===== src/include/lpms_pkg.sv =====
package lpms_pkg;

  // Mode select codes written by the core before it waits
  localparam logic [1:0] LPMS_SEL_SLEEP = 2'h0;
  localparam logic [1:0] LPMS_SEL_STANDBY = 2'h1;
  localparam logic [1:0] LPMS_SEL_SNOOZE = 2'h2;

  // Wake source bit positions
  localparam int LPMS_WK_IRQ = 0;
  localparam int LPMS_WK_ALARM = 1;
  localparam int LPMS_WK_PERIODIC = 2;
  localparam int LPMS_WK_TIMER = 3;
  localparam int LPMS_WK_W = 4;

  // Reset values
  localparam logic [1:0] LPMS_CLK_RESET = 2'h0;
  localparam logic [15:0] LPMS_TMR_RESET = 16'h0000;

  // Timing: system clock and periodic interval limit
  localparam int LPMS_CLK_MHZ = 100;
  localparam int LPMS_PERIOD_MAX_S = 2;
  localparam int LPMS_CLK_SETTLE_NS = 100;
  localparam int LPMS_CLK_SETTLE_CYC = (LPMS_CLK_SETTLE_NS * LPMS_CLK_MHZ + 999) / 1000;

  // Configuration bundle from the core side
  typedef struct packed {
    logic [1:0] mode_sel;
    logic deep_standby_select;
    logic [LPMS_WK_W-1:0] wake_enable;
  } lpms_cfg_t;

  // Cascaded timer reload values
  typedef struct packed {
    logic [15:0] first_reload;
    logic [15:0] second_reload;
  } lpms_tmr_cfg_t;

endpackage


===== src/hdl/lpms_sequencer.sv =====
`timescale 1ns/1ps
// What this block does
// - A wait-for-interrupt with a mode configured puts the device into that mode.
// - An enabled wake interrupt cancels the low power mode and resumes the core.
// - With deep standby select at 1 a standby entry goes on into deep standby.
// - Snooze and deep standby are only reached through software standby.
// - The system clock source changes only in normal mode.
// - The real-time counter keeps running while the core is halted.
// - The periodic interrupt interval is at most 2 seconds.
// - An enabled alarm match cancels snooze or standby back to normal mode.
// - Two timers cascade and the second underflow can cancel standby or deep standby.
// - Outside deep standby and pin retention, pins configured as disabled are held in input mode.
// - Waking from deep standby resets the device, distinct from power-on reset.
// - After that reset pins stay retained until cleared, and a flag records the cause.
module lpms_sequencer
  import lpms_pkg::*;
#(
  parameter int PIN_W = 8,
  parameter int RTC_W = 32,
  parameter logic [2:0] PERIOD_SEL_MAX = 3'h6
)
(
  input wire logic clk_sys,
  input wire logic reset_n,
  input wire logic slow_tick,
  input wire logic wfi,
  input wire lpms_cfg_t cfg,
  input wire lpms_tmr_cfg_t tmr_cfg,
  input wire logic [2:0] period_sel,
  input wire logic [RTC_W-1:0] alarm_value,
  input wire logic alarm_enable,
  input wire logic irq_pin,
  input wire logic [1:0] clk_src_req,
  input wire logic clk_src_wr,
  input wire logic [PIN_W-1:0] pin_disabled,
  input wire logic [PIN_W-1:0] pin_out,
  input wire logic [PIN_W-1:0] pin_oe,
  input wire logic pin_state_retention_clear,
  input wire logic deep_standby_reset_flag_clear,
  output logic core_halt,
  output logic [3:0] mode_state,
  output logic [1:0] clk_src,
  output logic clk_gate,
  output logic [RTC_W-1:0] rtc_count,
  output logic wake_pulse,
  output logic deep_wake_reset,
  output logic deep_standby_reset_flag,
  output logic pin_state_retention,
  output logic [PIN_W-1:0] pad_out,
  output logic [PIN_W-1:0] pad_oe
);

  typedef enum logic [5:0] {
    LPMS_ST_NORMAL = 6'b00_0001,
    LPMS_ST_SLEEP = 6'b00_0010,
    LPMS_ST_STANDBY = 6'b00_0100,
    LPMS_ST_SNOOZE = 6'b00_1000,
    LPMS_ST_DEEP = 6'b01_0000,
    LPMS_ST_RESTORE = 6'b10_0000
  } lpms_state_t;

  lpms_state_t state_r;
  lpms_state_t state_nxt;
  logic irq_s1_r;
  logic irq_s2_r;
  logic [3:0] settle_r;
  logic [1:0] saved_clk_r;
  logic [2:0] period_r;
  logic [RTC_W-1:0] rtc_r;
  logic [RTC_W-1:0] period_cnt_r;
  logic periodic_evt;
  logic alarm_evt;
  logic timer_evt;
  logic [LPMS_WK_W-1:0] wake_vec;
  logic wake_any;
  logic timer_run;
  logic in_normal;
  logic clk_change_ok;
  logic deep_wake;
  logic [1:0] clk_src_nxt;
  logic [2:0] period_lim;

  // Period select limited so the interval never passes the limit
  assign period_lim = (period_sel > PERIOD_SEL_MAX) ? PERIOD_SEL_MAX : period_sel;

  // Wake event decode
  assign alarm_evt = alarm_enable && (rtc_r == alarm_value) && slow_tick;
  assign periodic_evt = slow_tick && (period_cnt_r == ((RTC_W'(1) << period_r) - RTC_W'(1)));
  assign wake_vec[LPMS_WK_IRQ] = irq_s2_r;
  assign wake_vec[LPMS_WK_ALARM] = alarm_evt;
  assign wake_vec[LPMS_WK_PERIODIC] = periodic_evt;
  assign wake_vec[LPMS_WK_TIMER] = timer_evt;
  assign wake_any = |(wake_vec & cfg.wake_enable);
  assign in_normal = (state_r == LPMS_ST_NORMAL);
  assign clk_change_ok = in_normal && clk_src_wr && !wfi;
  assign clk_src_nxt = clk_change_ok ? clk_src_req : clk_src;
  assign timer_run = (state_r != LPMS_ST_SLEEP);
  assign deep_wake = (state_r == LPMS_ST_DEEP) && wake_any;

  lpms_timer_pair u_timer (
    .clk_sys(clk_sys),
    .reset_n(reset_n),
    .tick(slow_tick),
    .run(timer_run),
    .cfg(tmr_cfg),
    .second_underflow(timer_evt)
  );

  // Next state of the mode sequence
  always_comb begin
    state_nxt = state_r;
    unique case (state_r)
      LPMS_ST_NORMAL: begin
        if (wfi) begin
          state_nxt = (cfg.mode_sel == LPMS_SEL_SLEEP) ? LPMS_ST_SLEEP : LPMS_ST_STANDBY;
        end
      end
      LPMS_ST_SLEEP: begin
        if (wake_any) begin
          state_nxt = LPMS_ST_RESTORE;
        end
      end
      LPMS_ST_STANDBY: begin
        if (cfg.deep_standby_select) begin
          state_nxt = LPMS_ST_DEEP;
        end else if (cfg.mode_sel == LPMS_SEL_SNOOZE) begin
          state_nxt = LPMS_ST_SNOOZE;
        end else if (wake_any) begin
          state_nxt = LPMS_ST_RESTORE;
        end
      end
      LPMS_ST_SNOOZE: begin
        if (wake_any) begin
          state_nxt = LPMS_ST_RESTORE;
        end
      end
      LPMS_ST_DEEP: begin
        if (wake_any) begin
          state_nxt = LPMS_ST_NORMAL;
        end
      end
      LPMS_ST_RESTORE: begin
        if (settle_r == 4'h0) begin
          state_nxt = LPMS_ST_NORMAL;
        end
      end
      default: state_nxt = LPMS_ST_NORMAL;
    endcase
  end

  // Interrupt pin synchroniser
  always_ff @(posedge clk_sys or negedge reset_n) begin
    if (!reset_n) begin
      irq_s1_r <= 1'b0;
      irq_s2_r <= 1'b0;
    end else begin
      irq_s1_r <= irq_pin;
      irq_s2_r <= irq_s1_r;
    end
  end

  // Mode state, clock source and restore countdown
  always_ff @(posedge clk_sys or negedge reset_n) begin
    if (!reset_n) begin
      state_r <= LPMS_ST_NORMAL;
      settle_r <= 4'h0;
      saved_clk_r <= LPMS_CLK_RESET;
      clk_src <= LPMS_CLK_RESET;
    end else begin
      state_r <= state_nxt;
      clk_src <= (state_r == LPMS_ST_RESTORE) ? saved_clk_r : clk_src_nxt;
      if (in_normal && wfi) begin
        saved_clk_r <= clk_src;
        // Four bits: the settle count does not fit in three
        settle_r <= 4'(LPMS_CLK_SETTLE_CYC - 1);
      end else if (state_r == LPMS_ST_RESTORE && settle_r != 4'h0) begin
        settle_r <= settle_r - 4'h1;
      end
    end
  end

  // Real-time counter runs in every mode on the slow tick
  always_ff @(posedge clk_sys or negedge reset_n) begin
    if (!reset_n) begin
      rtc_r <= '0;
      period_cnt_r <= '0;
      period_r <= 3'h0;
    end else if (slow_tick) begin
      rtc_r <= rtc_r + RTC_W'(1);
      period_cnt_r <= periodic_evt ? '0 : period_cnt_r + RTC_W'(1);
      if (periodic_evt) begin
        period_r <= period_lim;
      end
    end
  end

  // Deep standby wake flags and pin retention; set wins over clear
  always_ff @(posedge clk_sys or negedge reset_n) begin
    if (!reset_n) begin
      deep_wake_reset <= 1'b0;
      deep_standby_reset_flag <= 1'b0;
      pin_state_retention <= 1'b0;
    end else begin
      deep_wake_reset <= deep_wake;
      if (deep_wake) begin
        deep_standby_reset_flag <= 1'b1;
      end else if (deep_standby_reset_flag_clear) begin
        deep_standby_reset_flag <= 1'b0;
      end
      if (state_r == LPMS_ST_DEEP) begin
        pin_state_retention <= 1'b1;
      end else if (pin_state_retention_clear) begin
        pin_state_retention <= 1'b0;
      end
    end
  end

  // Registered outputs: core halt, gates, pads
  always_ff @(posedge clk_sys or negedge reset_n) begin
    if (!reset_n) begin
      core_halt <= 1'b0;
      mode_state <= 4'h0;
      clk_gate <= 1'b0;
      wake_pulse <= 1'b0;
      rtc_count <= '0;
      pad_out <= '0;
      pad_oe <= '0;
    end else begin
      core_halt <= (state_nxt != LPMS_ST_NORMAL);
      mode_state <= 4'({state_nxt == LPMS_ST_DEEP, state_nxt == LPMS_ST_SNOOZE,
                        state_nxt == LPMS_ST_STANDBY, state_nxt == LPMS_ST_SLEEP});
      clk_gate <= (state_nxt == LPMS_ST_STANDBY) || (state_nxt == LPMS_ST_SNOOZE) ||
                  (state_nxt == LPMS_ST_DEEP);
      wake_pulse <= (state_r != LPMS_ST_NORMAL) && (state_nxt == LPMS_ST_NORMAL);
      rtc_count <= rtc_r;
      if (!(pin_state_retention || state_r == LPMS_ST_DEEP)) begin
        pad_out <= pin_out;
        pad_oe <= pin_oe & ~pin_disabled;
      end
    end
  end

endmodule


===== src/hdl/lpms_timer_pair.sv =====
`timescale 1ns/1ps
module lpms_timer_pair
  import lpms_pkg::*;
(
  input wire logic clk_sys,
  input wire logic reset_n,
  input wire logic tick,
  input wire logic run,
  input wire lpms_tmr_cfg_t cfg,
  output logic second_underflow
);

  logic [15:0] first_r;
  logic [15:0] second_r;
  logic first_uf;
  logic second_uf;

  // Underflow decode: a counter at zero on its own count enable
  assign first_uf = run && tick && (first_r == 16'h0000);
  assign second_uf = first_uf && (second_r == 16'h0000);

  // First channel counts the slow tick, second counts first underflows
  always_ff @(posedge clk_sys or negedge reset_n) begin
    if (!reset_n) begin
      first_r <= LPMS_TMR_RESET;
      second_r <= LPMS_TMR_RESET;
      second_underflow <= 1'b0;
    end else if (!run) begin
      first_r <= cfg.first_reload;
      second_r <= cfg.second_reload;
      second_underflow <= 1'b0;
    end else begin
      if (tick) begin
        first_r <= first_uf ? cfg.first_reload : first_r - 16'h0001;
      end
      if (first_uf) begin
        second_r <= second_uf ? cfg.second_reload : second_r - 16'h0001;
      end
      second_underflow <= second_uf;
    end
  end

endmodule


===== config.mk =====
export PLATFORM = sky130hd
export DESIGN_NAME = lpms_sequencer
export DESIGN_NICKNAME = d
export VERILOG_FILES = /design/src/include/lpms_pkg.sv /design/src/hdl/lpms_sequencer.sv /design/src/hdl/lpms_timer_pair.sv
export SDC_FILE = /design/constraint.sdc
export NUM_CORES = 1
export LEC_CHECK = 0
export BUFFER_PORTS_ARGS = -buffer_cell sky130_fd_sc_hd__buf_2
export CELL_PAD_IN_SITES_DETAIL_PLACEMENT = 1
export CELL_PAD_IN_SITES_GLOBAL_PLACEMENT = 1
export CORE_MARGIN = 2
export CORE_UTILIZATION = 30
export CTS_CLUSTER_DIAMETER = 50
export DETAILED_ROUTE_END_ITERATION = 6
export PLACE_DENSITY = 0.57
export SYNTH_ARGS = -nofsm -noshare
export SYNTH_HDL_FRONTEND = slang
export SYNTH_HIERARCHICAL = 1
export SYNTH_SLANG_ARGS = --single-unit

===== constraint.sdc =====
create_clock -name clk_sys -period 5.2 [get_ports clk_sys]
set_input_delay 0 -clock clk_sys [delete_from_list [all_inputs] [get_ports clk_sys]]
set_output_delay 0 -clock clk_sys [all_outputs]
set_load 0.05 [all_outputs]

==> metrics.md <==
| Metric | Value |
|---|---|
| Die Height | 170.4 um |
| Share of layout cells above drive strength 1 | 0.2148 |
| Post-synth ARST share | 1.000 |
| I/O Buffers | 168 |
| Internal Power | 2.699 mW |
| Clock Path Buffers | 2 |
| Pwr Total | 4.346 mW |
| Total GRT Usage | 0.1649 |
| Post-synth EDFFs | 0 |
| Max Clk Rate | 0.2574 GHz |
| GR Overflow Total | 0 |
| Pins Over Slew Limit | 0 |
| Sequential element share of the synthesized area | 0.5246 |
| Pin count of the biggest net entering global routing | 62 |
| Seq pwr share | 0.436 |
| Die area | 29020 um^2 |
| Post-synth top area cell | dfrtp_1 |
| Crit path time final | 3885 ps |
| Clk root buf | clkbuf_16 |
| Switching Share | 0.3789 |
| Gpl congestion | 0.7746 |
| Yosys warnings | 6 |
| Worst Path Class, Setup | reg2reg |
| Max-cap viol count | 0 |
| Pre-antenna DRT Iters | 4 |
| Cells after Synth | 822 |
| First-pass GRT wire length | 37780 um |
| Top-area cell type share of the netlist area | 0.5214 |
| WP data arrival | 4190 ps |
| Routed WL per cell | 16.08 um |
| Die width | 170.4 um |
| Synth top area cells | dfrtp_1 (52%), xor2_1 (5.7%), xnor2_1 (5.6%), nand2_1 (5.0%), nor2_1 (3.1%) |
| Final setup fails | 0 |
| Worst slack, placed | 1861 ps |
| DRC viols | 0 |
| Pwr per Cell Area | 404.7 nW/um^2 |
| Clk network pwr share | 0.291 |
| Core outline area | 27100 um^2 |
| CP endpoint kind | register |
| HPWL after detailed placement | 16390 um |
| RSZ-0062 raised after global routing | false |
| Initial antenna violation count | 0 |
| Sw power | 1.647 mW |
| Row cnt | 60 |
| Vias/cell | 4.723 |
| Number of global-route vias before repair | 7130 |
| Clock Latency Late Sink | 430 ps |
| Area grow syn2layout | 29.36% |
| Syn_area_per_cell | 10.10 um^2 |
| Worst Tran Pin Value | 1143 ps |
| Hold violation total from the final report | 0 |
| # IOs | 169 |
| Pleak | 4.935 nW |
| Rel. slew slack | 0.2379 |
| Req. time, crit path | 5500 ps |
| Initial drt markers | 281 |
| Post-Syn Nets | 938 |
| CTS resizes | 0 |
| Hold crit path type | in2reg |
| Post-route ant nets | 0 |
| NumNets Final | 1169 |
| Vias | 6792 |
| Post-Synthesis Cell Area | 8303 um^2 |
| Worst Clk Skew | 19.15 ps |
| CTS H-tree lvls | 4 |
| Period utilization | 0.7471 |
| Final WS setup | 1315 ps |
| Ant diodes | 0 |
| Synth cell types | 64 |
| Ys flop type | dfrtp_1 |
| TNS Setup | 0 ps |
| CTS Hold Bufs | 71 |
| FILL cells | 3073 |
| CP startpoint kind | register |
| Routed wire length | 23130 um |
| Maximum vdd drop | 0.1867 mV |
| Initial Util | 0.3064 |
| Clock sink count | 174 |
| Gate power share | 0.274 |
| Critical path peak fanout | 14 |
| Reg clk slew, reported paths | 70 ps |
| CTS buffer count | 17 |
| Postcts setup bufs | 0 |
| FF+latch count, synth | 174 |
| Status | finished clean |
| CTS tree | built |
-- worst paths after layout --
check,to,start,slack [ps],cells past startpoint
setup / recovery,state_r[3]$_DFF_PN0_,period_r[2]$_DFFE_PN0P_,1320,9
hold / removal,clk_src[1]$_DFFE_PN0P_,clk_src_wr,10,4
setup reg to reg,state_r[3]$_DFF_PN0_,period_r[2]$_DFFE_PN0P_,1320,9
hold reg to reg,irq_s2_r$_DFF_PN0_,irq_s1_r$_DFF_PN0_,360,0
max in group asynchronous,settle_r[1]$_DFFE_PN0P_,reset_n,3860,3
min in group asynchronous,rtc_r[16]$_DFFE_PN0P_,reset_n,110,2
-- per-layer routing --
metal | wire length (um) | GRT usage | part of all wire
met5 | 0 | 0 | 0
met4 | 196 | 0.04422 | 0.0085
met3 | 815 | 0.02558 | 0.035
met2 | 10370 | 0.2612 | 0.45
met1 | 11750 | 0.2350 | 0.51
-- placed cells by master, fill, tap and decap left out, drive strengths merged, types with 27 or more instances in the layout --
master and instances:
xor2 54, dfrtp 173, buf 171, nand3 49, inv 32, dlygate4sd3 71, nor2 68, a21oi 27
nand2 110, o21ai 41, xnor2 53
-- worst max-delay path, cell delays in order, from the launching register on --
cell and delay (ps):
dfrtp_1 480, or3_4 430, ha_1 320, or3_1 350, a21oi_1 130, a311oi_1 90
a2111oi_4 810, a221o_2 440, o32ai_1 120, dlygate4sd3_1 580
-- power by group through the flow --
stage	logic [mW]	registers (mW)	clock network, mW
2_1_floorplan	0.605	2.09	0
3_3_place_gp	1.14	1.91	0
3_5_place_dp	1.15	1.92	0
4_1_cts	1.20	1.90	1.31
5_1_grt	1.31	1.94	1.35
6_report	1.19	1.89	1.26
-- stage by stage --
| stage | std cells | hold slack (ps) | area [um^2] | utilization |
|---|---|---|---|---|
| global placement | 1335 | 23.32 | 9449 | 0.3487 |
| global route | 1438 | 30.57 | 10740 | 0.3963 |
| floorplan | 822 | -295.6 | 8303 | - |
| finish | 1438 | 11.08 | 10740 | 0.3963 |
| detailed placement | 1335 | 19.90 | 9449 | 0.3487 |
| CTS | 1438 | 3.585 | 10740 | 0.3963 |
-- Yosys cell counts (4+ instances only) --
cell type    n
a21oi_1     27
and2_1       4
and3_1      13
buf_6        6
clkbuf_1    17
dfrtp_1    173
ha_1         7
inv_1       23
mux2_2       7
nand2_1    110
nand2b_1     4
nand3_1     49
nand3b_1    12
nand4_1     22
nor2_1      68
nor2b_1      5
nor3_1      20
nor4_1      22
o21a_1       7
o21ai_0     39
o32ai_1      4
or2_2        4
or3_1        4
or3_4        4
xnor2_1     53
xor2_1      54
-- final cells by class --
| type | instances | area (um^2) | area share |
|---|---|---|---|
| tap | 372 | 465.4 | 0.04334 |
| inverter | 23 | 86.33 | 0.008038 |
| multi-input combinational | 595 | 3672 | 0.3419 |
| clock buffer | 19 | 442.9 | 0.04124 |
| sequential | 174 | 4355 | 0.4055 |
| clock inverter | 13 | 137.6 | 0.01281 |
| timing repair buffer | 242 | 1580 | 0.1471 |
-- state kept, by name, summed over array words and instances (netlist names), 2 cells and up --
| signal | cells |
|---|---|
| settle_r | 4 |
| u_timer/second_r | 16 |
| pad_out | 8 |
| period_cnt_r | 32 |
| rtc_count | 32 |
| rtc_r | 32 |
| u_timer/first_r | 16 |
| clk_src | 2 |
| period_r | 3 |
| saved_clk_r | 2 |
| pad_oe | 8 |
| state_r | 6 |
| mode_state | 4 |
-- kinds of logic (layout without fill, tap and decap cells) --
family	Yosys count	count (layout)	synth area share
AND/OR/NAND/NOR	358	358	0.2149
buffers and inverters	53	297	0.03360
multiplexers	10	10	0.01311
XOR/XNOR	107	107	0.1129
AO/OA/AOI/OAI	113	113	0.09042
flip-flops	174	174	0.5246
adder cells (fa/ha/maj)	7	7	0.01055
Note: power is estimated with default switching activity, not from simulation.
